File: src/common/vic_nest_defines.svh
// Register offsets, field positions and reset values of the priority and nesting block
`ifndef VIC_NEST_DEFINES_SVH
`define VIC_NEST_DEFINES_SVH
`define VN_NUM_SRC 20
`define VN_ADDR_VECTOR_BASE 32'hFFFF0014
`define VN_ADDR_NORMAL_VECTOR 32'hFFFF001C
`define VN_ADDR_PRIO_A 32'hFFFF0020
`define VN_ADDR_PRIO_B 32'hFFFF0024
`define VN_ADDR_PRIO_C 32'hFFFF0028
`define VN_ADDR_NEST_CTRL 32'hFFFF0030
`define VN_ADDR_NORMAL_ISS 32'hFFFF003C
`define VN_ADDR_FAST_VECTOR 32'hFFFF011C
`define VN_ADDR_FAST_ISS 32'hFFFF013C
`define VN_RESET_WORD 32'h00000000
`define VN_PRIO_A_MASK 32'h07777070
`define VN_PRIO_B_MASK 32'h77777700
`define VN_PRIO_C_MASK 32'h00007777
`define VN_NEST_MASK 32'h00000003
`define VN_BASE_MASK 32'h0000FFFF
`define VN_ISS_MASK 32'h000000FF
`define VN_NORMAL_NEST_BIT 0
`define VN_FAST_NEST_BIT 1
`define VN_VEC_BASE_LSB 7
`define VN_VEC_SRC_LSB 2
`endif

File: src/common/vic_nest_pkg.sv
// Types shared by the priority and nesting block
package vic_nest_pkg;
  typedef logic [2:0] prio_t;
  typedef logic [4:0] src_num_t;
  typedef logic [7:0] iss_t;
endpackage

File: src/rtl/vic_nest.sv
// Priority, nesting and vector logic of the vectored interrupt controller
//
// Added by the designer: register access over Wishbone.
`timescale 1ns/1ps
`include "vic_nest_defines.svh"

// Contract
// - Second priority word: ext int 1 level in 26:24, ext int 0 in 22:20.
// - Second priority word: serial port level 14:12, converter level 10:8.
// - Second priority word: SPI master 18:16, I2C master 30:28, others reserved.
// - Third priority word: ext int 3 level 14:12, ext int 2 level 10:8.
// - Third priority word: SPI slave 6:4, I2C slave 2:0, 31:15 reserved.
// - Nesting control bit 0 enables normal nesting and priority levels.
// - Nesting control bit 1 enables fast nesting and priority levels.
// - Without nesting interrupts still delivered; fast beats normal always.
// - Normal vector read with nesting sets in-service bit at active priority.
// - Fast vector read with nesting sets fast in-service bit at priority.
// - Set in-service bit blocks that type at equal or lower priority.
// - Each in-service write clears only the lowest-index set bit.
// - Bits clear only after higher ones; in-service registers are 8 bits.
// - Fast vector: zeros 31:23 and 1:0, base 22:7, source 6:2.
// - Converter source encodes as 01000 in the source field.
// - All these registers reset to zero.
// - Normal vector mirrors fast vector layout for normal sources.
// - Vector base holds 16 bits in 15:0, upper bits read zero.
module vic_nest (
  input wire logic clk_i,
  input wire logic rst_i,
  input wire logic wb_cyc_i,
  input wire logic wb_stb_i,
  input wire logic wb_we_i,
  input wire logic [31:0] wb_adr_i,
  input wire logic [31:0] wb_dat_i,
  input wire logic [3:0] wb_sel_i,
  input wire logic [19:0] normal_pend_i,
  input wire logic [19:0] fast_pend_i,
  output logic [31:0] wb_dat_o,
  output logic wb_ack_o,
  output logic normal_irq_o,
  output logic fast_irq_o
);

  // Register state
  logic [31:0] prio_a_ff, prio_b_ff, prio_c_ff, nest_ff, base_ff;
  logic [31:0] nxt_prio_a, nxt_prio_b, nxt_prio_c, nxt_nest, nxt_base;
  vic_nest_pkg::iss_t n_iss_ff, f_iss_ff, nxt_n_iss, nxt_f_iss;
  logic [31:0] dat_ff, nxt_dat;
  logic ack_ff, nxt_ack;
  logic n_irq_ff, f_irq_ff, nxt_n_irq, nxt_f_irq;

  // Priority level of one source number from the three priority words
  function automatic vic_nest_pkg::prio_t src_prio(input logic [4:0] s,
      input logic [31:0] pa, input logic [31:0] pb, input logic [31:0] pc);
    vic_nest_pkg::prio_t p;
    p = 3'h0;
    case (s)
      5'h01: p = pa[6:4];
      5'h02: p = pa[14:12];
      5'h03: p = pa[18:16];
      5'h04: p = pa[22:20];
      5'h05: p = pa[26:24];
      5'h08: p = pb[10:8];
      5'h09: p = pb[14:12];
      5'h0A: p = pb[18:16];
      5'h0B: p = pb[22:20];
      5'h0C: p = pb[26:24];
      5'h0D: p = pb[30:28];
      5'h0E: p = pc[2:0];
      5'h0F: p = pc[6:4];
      5'h10: p = pc[10:8];
      5'h11: p = pc[14:12];
      default: p = 3'h0;
    endcase
    return p;
  endfunction

  // Lowest set index of an in-service word, 8 when none
  function automatic logic [3:0] low_idx(input vic_nest_pkg::iss_t v);
    logic [3:0] r;
    r = 4'h8;
    for (int i = 7; i >= 0; i--) begin
      if (v[i]) begin
        r = 4'(i);
      end
    end
    return r;
  endfunction

  // Bit of the lowest set index, cleared by one write
  function automatic vic_nest_pkg::iss_t clear_low(input vic_nest_pkg::iss_t v);
    return v & (v - 8'h01);
  endfunction

  // Winner arbitration for each interrupt type
  logic [4:0] n_src, f_src;
  vic_nest_pkg::prio_t n_prio, f_prio;
  logic n_any, f_any;

  always_comb begin
    vic_nest_pkg::prio_t p;
    logic ok;
    p = 3'h0;
    ok = 1'b0;
    n_src = 5'h00;
    f_src = 5'h00;
    n_prio = 3'h0;
    f_prio = 3'h0;
    n_any = 1'b0;
    f_any = 1'b0;
    for (int s = 0; s < `VN_NUM_SRC; s++) begin
      p = src_prio(5'(s), prio_a_ff, prio_b_ff, prio_c_ff);
      // Blocked at or below any in-service level
      ok = !nest_ff[`VN_NORMAL_NEST_BIT] || ({1'b0, p} < low_idx(n_iss_ff));
      if (!nest_ff[`VN_NORMAL_NEST_BIT]) begin
        p = 3'h0;
      end
      // Strict compare keeps the lowest source on ties
      if (normal_pend_i[s] && ok && (!n_any || p < n_prio)) begin
        n_any = 1'b1;
        n_src = 5'(s);
        n_prio = p;
      end
      p = src_prio(5'(s), prio_a_ff, prio_b_ff, prio_c_ff);
      ok = !nest_ff[`VN_FAST_NEST_BIT] || ({1'b0, p} < low_idx(f_iss_ff));
      if (!nest_ff[`VN_FAST_NEST_BIT]) begin
        p = 3'h0;
      end
      if (fast_pend_i[s] && ok && (!f_any || p < f_prio)) begin
        f_any = 1'b1;
        f_src = 5'(s);
        f_prio = p;
      end
    end
  end

  // Vector words: base in 22:7, source in 6:2, all else zero
  logic [31:0] n_vec, f_vec;
  assign n_vec = {9'h000, base_ff[15:0], n_src, 2'h0};
  assign f_vec = {9'h000, base_ff[15:0], f_src, 2'h0};

  // Bus decode and register next values
  logic acc, wr, rd;
  logic [31:0] wmask;
  assign acc = wb_cyc_i && wb_stb_i && !ack_ff;
  assign wr = acc && wb_we_i;
  assign rd = acc && !wb_we_i;
  assign wmask = {{8{wb_sel_i[3]}}, {8{wb_sel_i[2]}}, {8{wb_sel_i[1]}}, {8{wb_sel_i[0]}}};

  always_comb begin
    nxt_prio_a = prio_a_ff;
    nxt_prio_b = prio_b_ff;
    nxt_prio_c = prio_c_ff;
    nxt_nest = nest_ff;
    nxt_base = base_ff;
    nxt_n_iss = n_iss_ff;
    nxt_f_iss = f_iss_ff;
    nxt_dat = 32'h00000000;
    nxt_ack = acc;
    if (wr) begin
      case (wb_adr_i)
        `VN_ADDR_PRIO_A:
          nxt_prio_a = ((prio_a_ff & ~wmask) | (wb_dat_i & wmask)) & `VN_PRIO_A_MASK;
        `VN_ADDR_PRIO_B:
          nxt_prio_b = ((prio_b_ff & ~wmask) | (wb_dat_i & wmask)) & `VN_PRIO_B_MASK;
        `VN_ADDR_PRIO_C:
          nxt_prio_c = ((prio_c_ff & ~wmask) | (wb_dat_i & wmask)) & `VN_PRIO_C_MASK;
        `VN_ADDR_NEST_CTRL:
          nxt_nest = ((nest_ff & ~wmask) | (wb_dat_i & wmask)) & `VN_NEST_MASK;
        `VN_ADDR_VECTOR_BASE:
          nxt_base = ((base_ff & ~wmask) | (wb_dat_i & wmask)) & `VN_BASE_MASK;
        `VN_ADDR_NORMAL_ISS: nxt_n_iss = clear_low(n_iss_ff);
        `VN_ADDR_FAST_ISS: nxt_f_iss = clear_low(f_iss_ff);
        default: nxt_dat = 32'h00000000;
      endcase
    end
    if (rd) begin
      case (wb_adr_i)
        `VN_ADDR_PRIO_A: nxt_dat = prio_a_ff;
        `VN_ADDR_PRIO_B: nxt_dat = prio_b_ff;
        `VN_ADDR_PRIO_C: nxt_dat = prio_c_ff;
        `VN_ADDR_NEST_CTRL: nxt_dat = nest_ff;
        `VN_ADDR_VECTOR_BASE: nxt_dat = base_ff;
        `VN_ADDR_NORMAL_ISS: nxt_dat = {24'h000000, n_iss_ff};
        `VN_ADDR_FAST_ISS: nxt_dat = {24'h000000, f_iss_ff};
        `VN_ADDR_NORMAL_VECTOR: begin
          nxt_dat = n_vec;
          if (nest_ff[`VN_NORMAL_NEST_BIT] && n_any) begin
            nxt_n_iss = n_iss_ff | (8'h01 << n_prio);
          end
        end
        `VN_ADDR_FAST_VECTOR: begin
          nxt_dat = f_vec;
          if (nest_ff[`VN_FAST_NEST_BIT] && f_any) begin
            nxt_f_iss = f_iss_ff | (8'h01 << f_prio);
          end
        end
        default: nxt_dat = 32'h00000000;
      endcase
    end
    // Fast always wins over normal at the core
    nxt_f_irq = f_any;
    nxt_n_irq = n_any && !f_any;
  end

  // Register all state
  always_ff @(posedge clk_i) begin
    if (rst_i) begin
      prio_a_ff <= `VN_RESET_WORD;
      prio_b_ff <= `VN_RESET_WORD;
      prio_c_ff <= `VN_RESET_WORD;
      nest_ff <= `VN_RESET_WORD;
      base_ff <= `VN_RESET_WORD;
      n_iss_ff <= 8'h00;
      f_iss_ff <= 8'h00;
      dat_ff <= `VN_RESET_WORD;
      ack_ff <= 1'b0;
      n_irq_ff <= 1'b0;
      f_irq_ff <= 1'b0;
    end else begin
      prio_a_ff <= nxt_prio_a;
      prio_b_ff <= nxt_prio_b;
      prio_c_ff <= nxt_prio_c;
      nest_ff <= nxt_nest;
      base_ff <= nxt_base;
      n_iss_ff <= nxt_n_iss;
      f_iss_ff <= nxt_f_iss;
      dat_ff <= nxt_dat;
      ack_ff <= nxt_ack;
      n_irq_ff <= nxt_n_irq;
      f_irq_ff <= nxt_f_irq;
    end
  end

  assign wb_dat_o = dat_ff;
  assign wb_ack_o = ack_ff;
  assign normal_irq_o = n_irq_ff;
  assign fast_irq_o = f_irq_ff;

  // Checks on the registered behaviour
  AST_ISS_CLEAR_ONE: assert property (@(posedge clk_i) disable iff (rst_i)
    (wr && wb_adr_i == `VN_ADDR_NORMAL_ISS) |=> n_iss_ff == clear_low($past(n_iss_ff)))
    else $error("normal in-service write did not clear exactly one bit");
  AST_FISS_CLEAR_ONE: assert property (@(posedge clk_i) disable iff (rst_i)
    (wr && wb_adr_i == `VN_ADDR_FAST_ISS) |=> f_iss_ff == clear_low($past(f_iss_ff)))
    else $error("fast in-service write did not clear exactly one bit");
  AST_NVEC_SETS: assert property (@(posedge clk_i) disable iff (rst_i)
    (rd && wb_adr_i == `VN_ADDR_NORMAL_VECTOR && nest_ff[0] && n_any)
    |=> n_iss_ff[$past(n_prio)])
    else $error("normal vector read did not set in-service bit");
  AST_FVEC_SETS: assert property (@(posedge clk_i) disable iff (rst_i)
    (rd && wb_adr_i == `VN_ADDR_FAST_VECTOR && nest_ff[1] && f_any)
    |=> f_iss_ff[$past(f_prio)])
    else $error("fast vector read did not set in-service bit");
  AST_FAST_FIRST: assert property (@(posedge clk_i) disable iff (rst_i)
    fast_irq_o |-> !normal_irq_o)
    else $error("normal and fast both presented");
  AST_BLOCKED: assert property (@(posedge clk_i) disable iff (rst_i)
    (nest_ff[0] && n_any) |-> ({1'b0, n_prio} < low_idx(n_iss_ff)))
    else $error("normal winner at blocked level");
  AST_ACK_ONE: assert property (@(posedge clk_i) disable iff (rst_i)
    (wb_cyc_i && wb_stb_i && !ack_ff) |=> ack_ff ##1 !ack_ff)
    else $error("bus ack not a single cycle");
  AST_VEC_LAYOUT: assert property (@(posedge clk_i) disable iff (rst_i)
    (ack_ff && $past(rd) && $past(wb_adr_i) == `VN_ADDR_FAST_VECTOR)
    |-> (wb_dat_o[31:23] == 9'h000 && wb_dat_o[1:0] == 2'h0
         && wb_dat_o[22:7] == base_ff[15:0]))
    else $error("fast vector layout wrong");
  AST_BASE_UPPER: assert property (@(posedge clk_i) disable iff (rst_i)
    base_ff[31:16] == 16'h0000)
    else $error("vector base upper bits nonzero");

  // Reset leaves outputs and registers at zero for the first cycle after it
  AST_RST_CLEAR: assert property (@(posedge clk_i)
    $fell(rst_i) |-> (wb_ack_o == 1'b0 && wb_dat_o == 32'h00000000
      && normal_irq_o == 1'b0 && fast_irq_o == 1'b0
      && prio_b_ff == 32'h00000000 && prio_c_ff == 32'h00000000
      && nest_ff == 32'h00000000 && base_ff == 32'h00000000
      && n_iss_ff == 8'h00 && f_iss_ff == 8'h00))
    else $error("state not cleared by reset");

  // Vector reads with nesting off leave the in-service words alone
  AST_NVEC_FLAT: assert property (@(posedge clk_i) disable iff (rst_i)
    (rd && wb_adr_i == `VN_ADDR_NORMAL_VECTOR && !nest_ff[`VN_NORMAL_NEST_BIT])
    |=> n_iss_ff == $past(n_iss_ff))
    else $error("normal vector read changed in-service word without nesting");
  AST_FVEC_FLAT: assert property (@(posedge clk_i) disable iff (rst_i)
    (rd && wb_adr_i == `VN_ADDR_FAST_VECTOR && !nest_ff[`VN_FAST_NEST_BIT])
    |=> f_iss_ff == $past(f_iss_ff))
    else $error("fast vector read changed in-service word without nesting");

  // In-service words change only through a bus access
  AST_NISS_QUIET: assert property (@(posedge clk_i) disable iff (rst_i)
    !acc |=> n_iss_ff == $past(n_iss_ff))
    else $error("normal in-service word changed without access");
  AST_FISS_QUIET: assert property (@(posedge clk_i) disable iff (rst_i)
    !acc |=> f_iss_ff == $past(f_iss_ff))
    else $error("fast in-service word changed without access");

  // Full-word writes land masked to the defined fields
  AST_PRIO_B_WR: assert property (@(posedge clk_i) disable iff (rst_i)
    (wr && wb_adr_i == `VN_ADDR_PRIO_B && wb_sel_i == 4'hF)
    |=> prio_b_ff == ($past(wb_dat_i) & `VN_PRIO_B_MASK))
    else $error("second priority word write wrong");
  AST_PRIO_C_WR: assert property (@(posedge clk_i) disable iff (rst_i)
    (wr && wb_adr_i == `VN_ADDR_PRIO_C && wb_sel_i == 4'hF)
    |=> prio_c_ff == ($past(wb_dat_i) & `VN_PRIO_C_MASK))
    else $error("third priority word write wrong");
  AST_NEST_WR: assert property (@(posedge clk_i) disable iff (rst_i)
    (wr && wb_adr_i == `VN_ADDR_NEST_CTRL && wb_sel_i == 4'hF)
    |=> nest_ff == ($past(wb_dat_i) & `VN_NEST_MASK))
    else $error("nesting control write wrong");
  AST_BASE_WR: assert property (@(posedge clk_i) disable iff (rst_i)
    (wr && wb_adr_i == `VN_ADDR_VECTOR_BASE && wb_sel_i == 4'hF)
    |=> base_ff == ($past(wb_dat_i) & `VN_BASE_MASK))
    else $error("vector base write wrong");

  // Register reads return the stored word with the ack
  AST_PRIO_B_RD: assert property (@(posedge clk_i) disable iff (rst_i)
    (rd && wb_adr_i == `VN_ADDR_PRIO_B)
    |=> (wb_ack_o && wb_dat_o == $past(prio_b_ff)))
    else $error("second priority word read wrong");
  AST_PRIO_C_RD: assert property (@(posedge clk_i) disable iff (rst_i)
    (rd && wb_adr_i == `VN_ADDR_PRIO_C)
    |=> (wb_ack_o && wb_dat_o == $past(prio_c_ff)))
    else $error("third priority word read wrong");
  AST_NISS_RD: assert property (@(posedge clk_i) disable iff (rst_i)
    (rd && wb_adr_i == `VN_ADDR_NORMAL_ISS)
    |=> (wb_ack_o && wb_dat_o == {24'h000000, $past(n_iss_ff)}))
    else $error("normal in-service read wrong");
  AST_FISS_RD: assert property (@(posedge clk_i) disable iff (rst_i)
    (rd && wb_adr_i == `VN_ADDR_FAST_ISS)
    |=> (wb_ack_o && wb_dat_o == {24'h000000, $past(f_iss_ff)}))
    else $error("fast in-service read wrong");

  // Vector reads carry the base and a legal source number
  AST_NVEC_LAYOUT: assert property (@(posedge clk_i) disable iff (rst_i)
    (rd && wb_adr_i == `VN_ADDR_NORMAL_VECTOR)
    |=> (wb_dat_o[31:23] == 9'h000 && wb_dat_o[1:0] == 2'h0
         && wb_dat_o[22:7] == $past(base_ff[15:0])))
    else $error("normal vector layout wrong");
  AST_FVEC_RANGE: assert property (@(posedge clk_i) disable iff (rst_i)
    (rd && wb_adr_i == `VN_ADDR_FAST_VECTOR)
    |=> wb_dat_o[6:2] < 5'h14)
    else $error("fast vector source out of range");
  AST_NVEC_RANGE: assert property (@(posedge clk_i) disable iff (rst_i)
    (rd && wb_adr_i == `VN_ADDR_NORMAL_VECTOR)
    |=> wb_dat_o[6:2] < 5'h14)
    else $error("normal vector source out of range");

  // The winner is pending and, without nesting, the lowest pending source
  AST_NWIN_PEND: assert property (@(posedge clk_i) disable iff (rst_i)
    n_any |-> normal_pend_i[n_src])
    else $error("normal winner not pending");
  AST_FWIN_PEND: assert property (@(posedge clk_i) disable iff (rst_i)
    f_any |-> fast_pend_i[f_src])
    else $error("fast winner not pending");
  AST_NFLAT_LOWEST: assert property (@(posedge clk_i) disable iff (rst_i)
    (!nest_ff[`VN_NORMAL_NEST_BIT] && n_any)
    |-> (normal_pend_i & ((20'h00001 << n_src) - 20'h00001)) == 20'h00000)
    else $error("normal flat winner not lowest source");
  AST_FFLAT_LOWEST: assert property (@(posedge clk_i) disable iff (rst_i)
    (!nest_ff[`VN_FAST_NEST_BIT] && f_any)
    |-> (fast_pend_i & ((20'h00001 << f_src) - 20'h00001)) == 20'h00000)
    else $error("fast flat winner not lowest source");
  AST_FBLOCKED: assert property (@(posedge clk_i) disable iff (rst_i)
    (nest_ff[1] && f_any) |-> ({1'b0, f_prio} < low_idx(f_iss_ff)))
    else $error("fast winner at blocked level");

  // Interrupt outputs follow the arbitration one cycle later
  AST_FIRQ_FOLLOW: assert property (@(posedge clk_i) disable iff (rst_i)
    !$past(rst_i) |-> fast_irq_o == $past(f_any))
    else $error("fast request output does not follow arbitration");
  AST_NIRQ_FOLLOW: assert property (@(posedge clk_i) disable iff (rst_i)
    !$past(rst_i) |-> normal_irq_o == $past(n_any && !f_any))
    else $error("normal request output does not follow arbitration");

endmodule

File: config.mk
export PLATFORM = sky130hd
export DESIGN_NAME = vic_nest
export DESIGN_NICKNAME = d
export VERILOG_FILES = /design/src/common/vic_nest_pkg.sv /design/src/rtl/vic_nest.sv
export VERILOG_INCLUDE_DIRS = /design/src /design/src/common
export SDC_FILE = /design/constraint.sdc
export NUM_CORES = 1
export LEC_CHECK = 0
export BUFFER_PORTS_ARGS = -buffer_cell sky130_fd_sc_hd__buf_2
export CAP_MARGIN = 20
export CORE_ASPECT_RATIO = 1.25
export CORE_MARGIN = 5
export CORE_UTILIZATION = 52
export CTS_BUF_LIST = sky130_fd_sc_hd__clkbuf_2 sky130_fd_sc_hd__clkbuf_4 sky130_fd_sc_hd__clkbuf_8
export DETAILED_ROUTE_END_ITERATION = 7
export PLACE_DENSITY = 0.76
export SYNTH_ARGS = -nofsm -noshare
export SYNTH_HDL_FRONTEND = slang
export SYNTH_SLANG_ARGS = --single-unit
File: constraint.sdc
create_clock -name clk_i -period 20.6 [get_ports clk_i]
set_clock_uncertainty 0.15 [all_clocks]
set_input_delay 2.06 -clock clk_i [delete_from_list [all_inputs] [get_ports clk_i]]
set_output_delay 2.06 -clock clk_i [all_outputs]
set_load 0.01 [all_outputs]
==> metrics.md, run 1 <==
| Metric | Value |
|---|---|
| CP max stage delay | 390 ps |
| Global-route wire length before repair | 74300 µm |
| GRT Util Overall | 36.9% |
| Pre-CTS worst setup slack | -1080 ps |
| CP Capture Type | flip-flop |
| Mapped Cells | 1531 |
| Failing checks | design-rule violations, negative setup slack |
| Pleak | 7.39 nW |
| Fin. max-slew vios | 0 |
| Diodes inserted | 0 |
| Vias in the first global route | 14400 |
| Clk_lat worst skew | 400 ps |
| Max-slew headroom | 21.7% |
| Largest net degree at the start of global routing | 82 |
| Dpl cells | 2114 |
| Final Worst Setup Slack | -782 ps |
| Tightest Hold Check Type | reg -> reg |
| # DRC | 17 |
| Core Box Area | 0.0221 mm² |
| Die width | 143 µm |
| Max Cap Violations | 0 |
| WL final | 51800 µm |
| CTS Root Cell | clkbuf_8 |
| Outcome | complete, but fails checks |
| Avg Inst Size Synth | 7.54 µm² |
| Worst vdd ir | 0.0411 mV |
| Slowest-stage cell, CP | or3_4 |
| # setup viols final | 21 |
| ANT nets after route | 0 |
| Post-synthesis cell type count | 90 |
| Final net count | 2229 |
| H-Tree Level Count | 3 |
| Vias per cell | 6.67 |
| Hold Violations, Final | 0 |
| CTS tree | yes |
| Die area | 0.0253 mm² |
| RSZ-0062 raised after global routing | true |
| Final Cycle Share | 104% |
| Layout cells sized above 1 | 40.5% |
| Register area share after synthesis | 19.2% |
| Critical path launch point type | input pin |
| Clock buffer depth | 2 |
| Worst-Margin Slew | 1170 ps |
| First-pass iteration count of the detailed router | 8 |
| Die height | 177 µm |
| Area growth syn-to-layout | 47.6% |
| 1st-iter DRT viols | 1824 |
| Post-synth EDFFs | 0 |
| CTS Buf Count | 9 |
| Area of the multi-input gates | 0.0104 mm² |
| Remaining global-route overflow | 0 |
| GP Congestion | 0.960 |
| Vias | 15300 |
| Initial antenna violation count | 0 |
| Yosys reg bits | 111 |
| Critical Path AT | 21540 ps |
| Warning count from the yosys run | 0 |
| Critical path class | in -> reg |
| Hpwl dp | 35000 µm |
| I/O Pins | 148 |
| Worst Path Max Fanout | 6 |
| Setup tns final | -13720 ps |
| Initial Util | 52.4% |
| Mean routed wirelength per cell | 22.7 µm |
| Most frequent cells in the layout | buf_4 (359), nor2_1 (165), buf_2 (137), nand2_1 (117), dfxtp_1 (105) |
| Synth Cell Area | 0.0115 mm² |
| Layout Cells excl Fill | 2288 |
| TritonCTS Sinks | 111 |
| IO buf count | 140 |
| Fmax | 46.8 MHz |
| Final core occ | 77.3% |
| Commonest non-fill, non-tap cell in the layout | buf_4 |
| Async set-reset flop share out of synthesis | 0% |
| Req. time, crit path | 20760 ps |
| Fill cell count | 1473 |
| PwrDens | 26.1 mW/mm² |
| FP Rows | 61 |
| Minimum clock period | 21380 ps |
| Clock transition at path regs | 120 ps |
| Seq. cell area | 0.00223 mm² |
| Main synth FF type | dfxtp_1 |
## per-layer routing
layer	share of wire, %	vias up	GRT usage (%)
li1	-	6754	-
met1	36	7047	43.8
met2	46	1096	61.2
met3	9.9	357	5.65
met4	8.8	0	24.2
met5	0	-	0
## synth_stat cells (9+ instances only)
| cell | n | area share [%] |
|---|---|---|
| a21o_1 | 24 | 1.6 |
| a31oi_1 | 25 | 1.4 |
| or3_1 | 15 | 0.81 |
| a222oi_1 | 16 | 1.4 |
| a211o_1 | 12 | 0.91 |
| a21oi_1 | 101 | 4.4 |
| mux2i_1 | 71 | 6.2 |
| nor3_1 | 33 | 1.4 |
| ha_1 | 116 | 13 |
| a221o_1 | 10 | 0.87 |
| nand4_1 | 15 | 0.81 |
| or2_2 | 9 | 0.49 |
| nor2_1 | 188 | 6.1 |
| nand3_1 | 30 | 1.3 |
| o211ai_1 | 15 | 0.98 |
| nor4_1 | 10 | 0.54 |
| clkbuf_1 | 52 | 1.7 |
| o21a_1 | 44 | 2.9 |
| o21ai_0 | 85 | 3.7 |
| and2_1 | 45 | 2.4 |
| a22oi_1 | 22 | 1.4 |
| nand2b_1 | 30 | 1.6 |
| o21ai_1 | 10 | 0.43 |
| inv_1 | 56 | 1.8 |
| and3_1 | 14 | 0.76 |
| o31ai_1 | 20 | 1.3 |
| nand2_1 | 136 | 4.4 |
| dfxtp_1 | 111 | 19 |
| a211oi_1 | 22 | 1.4 |
| nor2b_1 | 14 | 0.76 |
| mux2_2 | 12 | 1.2 |
## power by group
part	internal [mW]	switching, mW	total [mW]
logic	0.0393	0.0494	0.0888
clock network	0.0522	0.0894	0.142
registers	0.215	0.0000755	0.215
total	0.306	0.139	0.445
## worst paths after layout
check / from / to / slack [ps] / depth (start not counted)
worst max-delay path: normal_pend_i[1] / n_iss_ff[0] / -780 / 104
worst min register to register: flip-flop / wb_dat_o[19] / 370 / 2
worst max register to register: n_iss_ff[6] / n_iss_ff[0] / -760 / 109
worst min-delay path: flip-flop / wb_dat_o[19] / 370 / 2
## kinds of logic (layout without fill, tap and decap cells)
group	after synthesis	after routing	synth area share [%]
other	1	3	0.0325
muxes	85	85	7.55
buffers and inverters	117	589	3.97
and+or+nand+nor	575	575	24.0
adders and majority gates	116	116	12.6
DFF	111	111	19.2
AOI/OAI and AO/OA	526	526	32.7
## repair_timing
item	in CTS	in global routing
endpoints found under the setup margin	21	21
setup buffers	113	49
hold buffers	0	0
pin swaps	84	109
resized for setup	97	139
## per-stage QoR
step | total power, mW | hold WS (ps) | area, µm²
6_report | 0.445 | 371 | 17000
5_1_grt | 0.459 | 371 | 17000
4_1_cts | 0.432 | 359 | 16100
3_5_place_dp | 0.291 | 334 | 14500
3_3_place_gp | 0.290 | 331 | 14500
2_1_floorplan | 0.258 | 273 | 12100
## layout make-up
| type | count | share of cell area [%] |
|---|---|---|
| multi-input combinational | 1305 | 61.1 |
| timing repair buffer | 517 | 21.2 |
| sequential | 111 | 13.1 |
| tap | 283 | 2.08 |
| inverter | 56 | 1.25 |
| clock buffer | 10 | 0.807 |
| clock inverter | 6 | 0.426 |
## worst max-delay path: cells and delay by family
| family | cells | cell delay, ps |
|---|---|---|
| fa+ha+maj | 14 | 3780 |
| buf+inv | 7 | 860 |
| compound gates | 53 | 9900 |
| mux | 5 | 1390 |
| simple gates | 25 | 3540 |
Note: power is estimated with default switching activity, not from simulation.
==> run 2, diff against run 1 <==
--- a/config.mk
+++ b/config.mk
@@ -13,6 +13,7 @@
 export CORE_UTILIZATION = 52
 export CTS_BUF_LIST = sky130_fd_sc_hd__clkbuf_2 sky130_fd_sc_hd__clkbuf_4 sky130_fd_sc_hd__clkbuf_8
 export DETAILED_ROUTE_END_ITERATION = 7
+export GPL_TIMING_DRIVEN = 0
 export PLACE_DENSITY = 0.76
 export SYNTH_ARGS = -nofsm -noshare
 export SYNTH_HDL_FRONTEND = slang
==> metrics.md, run 2 (synthesized netlist as in run 1, its figures left out) <==
| Metric | Value |
|---|---|
| Metal2 WL | 22200 µm (-6.2%) |
| 1st-iter DRT viols | 1551 (-15%) |
| # setup viols final | 21 (unchanged) |
| Die width | 143 µm (unchanged) |
| Most frequent cells in the layout | buf_4 (166), nor2_1 (165), buf_2 (137), nand2_1 (118), dfxtp_1 (101) |
| Die area | 0.0253 mm² (unchanged) |
| Final net count | 2079 (-6.7%) |
| Fin. max-slew vios | 0 (unchanged) |
| Initial Util | 52.4% (unchanged) |
| First-pass iteration count of the detailed router | 8 (unchanged) |
| I/O Pins | 148 (unchanged) |
| Failing checks | design-rule violations, negative setup slack |
| Global-route wire length before repair | 71700 µm (-3.5%) |
| Commonest non-fill, non-tap cell in the layout | buf_4 |
| Metal3 WL | 5160 µm (+0.86%) |
| Hold Crit Depth | 2 (unchanged) |
| Req. time, crit path | 20750 ps (about the same) |
| Worst Reg-to-Reg Cells | 107 (-1.8%) |
| Worst vdd ir | 0.0427 mV (+3.7%) |
| Initial antenna violation count | 0 (unchanged) |
| ANT nets after route | 0 (unchanged) |
| Pleak | 6.54 nW (-11%) |
| DP Area | 0.0131 mm² (-9.7%) |
| Max Cap Violations | 0 (unchanged) |
| Most Frequent Cell on Critical Path | ha_1 |
| PwrDens | 28.4 mW/mm² (+8.7%) |
| Hpwl dp | 34700 µm (-0.89%) |
| Die height | 177 µm (unchanged) |
| Final Worst Setup Slack | -1150 ps (-372 ps) |
| Minimum clock period | 21750 ps (+372 ps) |
| RSZ-0062 raised after global routing | true |
| Layout cells sized above 1 | 33.6% (-6.9 points) |
| Fin area | 0.0159 mm² (-6.7%) |
| DRT met1 WL | 17700 µm (-4.1%) |
| Clk_lat worst skew | 400 ps (about the same) |
| Clock buffer depth | 2 (unchanged) |
| Vias per cell | 6.81 (+2.1%) |
| TritonCTS Sinks | 111 (unchanged) |
| Total power | 452 µW (+1.5%) |
| Worst-Margin Slew | 1040 ps (-136 ps) |
| Diodes inserted | 0 (unchanged) |
| Hold Violations, Final | 0 (unchanged) |
| Vias | 14600 (-4.6%) |
| CTS Root Cell | clkbuf_8 |
| Outcome | complete, but fails checks |
| # DRC | 19 (+2) |
| Fill cell count | 1664 (+13%) |
| Largest net degree at the start of global routing | 23 (-72%) |
| Cts hold-fix bufs | 0 (unchanged) |
| Pre-CTS worst setup slack | -3040 ps (-1950 ps) |
| FP Rows | 61 (unchanged) |
| Worst Path Max Fanout | 6 (unchanged) |
| Critical path class | in -> reg |
| CP max stage delay | 400 ps (about the same) |
| Slowest-stage cell, CP | a41oi_2 |
| CP Capture Type | flip-flop |
| Critical Path AT | 21910 ps (+370 ps) |
| Remaining global-route overflow | 0 (unchanged) |
| Max-slew headroom | 30.8% (+9.1 points) |
| Vias in the first global route | 13800 (-4.2%) |
| GP Congestion | 1.02 (+5.7%) |
| Area growth syn-to-layout | 37.8% |
| Critical path launch point type | input pin |
| CTS Buf Count | 9 (unchanged) |
| Fmax | 46.0 MHz (-1.7%) |
| IO buf count | 137 (-2.1%) |
| Clock transition at path regs | 120 ps (about the same) |
| Tightest Hold Check Type | reg -> reg |
| WL final | 49500 µm (-4.6%) |
| CTS tree | yes |
| Core Box Area | 0.0221 mm² (unchanged) |
| Mean routed wirelength per cell | 23.1 µm (+2.1%) |
| GRT Util Overall | 35.6% (-1.2 points) |
| H-Tree Level Count | 3 (unchanged) |
| Top Layer Used | met4 |
| Final Cycle Share | 106% (+1.8 points) |
run 2: cell count changes in the layout (fill, tap and decap cells not counted), sizes merged:
cell	delta
buf	-200
clkbuf	+48
a21oi	+1
bufinv	+1
clkinv	-1
clkinvlp	+1
run 2: worst paths after layout:
check                        start            to  slack, ps
hold / removal           flip-flop  wb_dat_o[19]        370
setup / recovery  normal_pend_i[0]   wb_dat_o[4]      -1150
setup reg to reg       n_iss_ff[1]   wb_dat_o[4]      -1130
hold reg to reg          flip-flop  wb_dat_o[19]        370
run 2: area by class of cell:
type | instances | area, µm² | share of cell area, %
inverter | 56 | 213 | 1.34
buffer | 57 | 268 | 1.68
clock inverter | 7 | 106 | 0.668
clock buffer | 9 | 124 | 0.778
timing repair buffer | 309 | 2040 | 12.8
multi-input combinational | 1306 | 10600 | 66.4
tap | 283 | 354 | 2.23
sequential | 111 | 2250 | 14.1
run 2: repair_timing:
| action | 4_1_cts | 5_1_grt |
|---|---|---|
| endpoints found under the setup margin | 21 | 21 |
| gates cloned | 1 | 0 |
| hold endpoints to repair | 0 | 0 |
| setup buffers | 114 | 60 |
| pin swaps | 77 | 138 |
| gates resized for setup | 120 | 150 |
run 2: where the power goes:
| group | internal [mW] | total [mW] | switching, mW |
|---|---|---|---|
| sequential | 0.214 | 0.214 | 0.0000631 |
| combinational | 0.0341 | 0.0834 | 0.0492 |
| clock | 0.0613 | 0.154 | 0.0929 |
run 2: critical path, delay by kind of cell:
kind | cells | cell delay (ps)
AOI/OAI and AO/OA | 53 | 10070
and+or+nand+nor | 27 | 4100
adders and majority gates | 14 | 3760
muxes | 4 | 1320
buffers and inverters | 5 | 590
run 2: per-layer routing:
metal	track usage, %	vias up
met3	5.00	330
met5	0	-
met2	58.4	1022
li1	-	6464
met1	43.3	6740
met4	23.2	0
run 2: per-stage QoR:
stage | utilization, % | setup TNS (ps) | cells | hold WS (ps)
3_5_place_dp | 59.6 | -56920 | 1956 | 346
4_1_cts | 67.1 | -6730 | 2079 | 372
5_1_grt | 72.1 | -34710 | 2138 | 385
2_1_floorplan | - | -2050 | 1533 | 273
3_3_place_gp | 59.4 | -48950 | 1953 | 345
6_report | 72.1 | -18560 | 2138 | 371
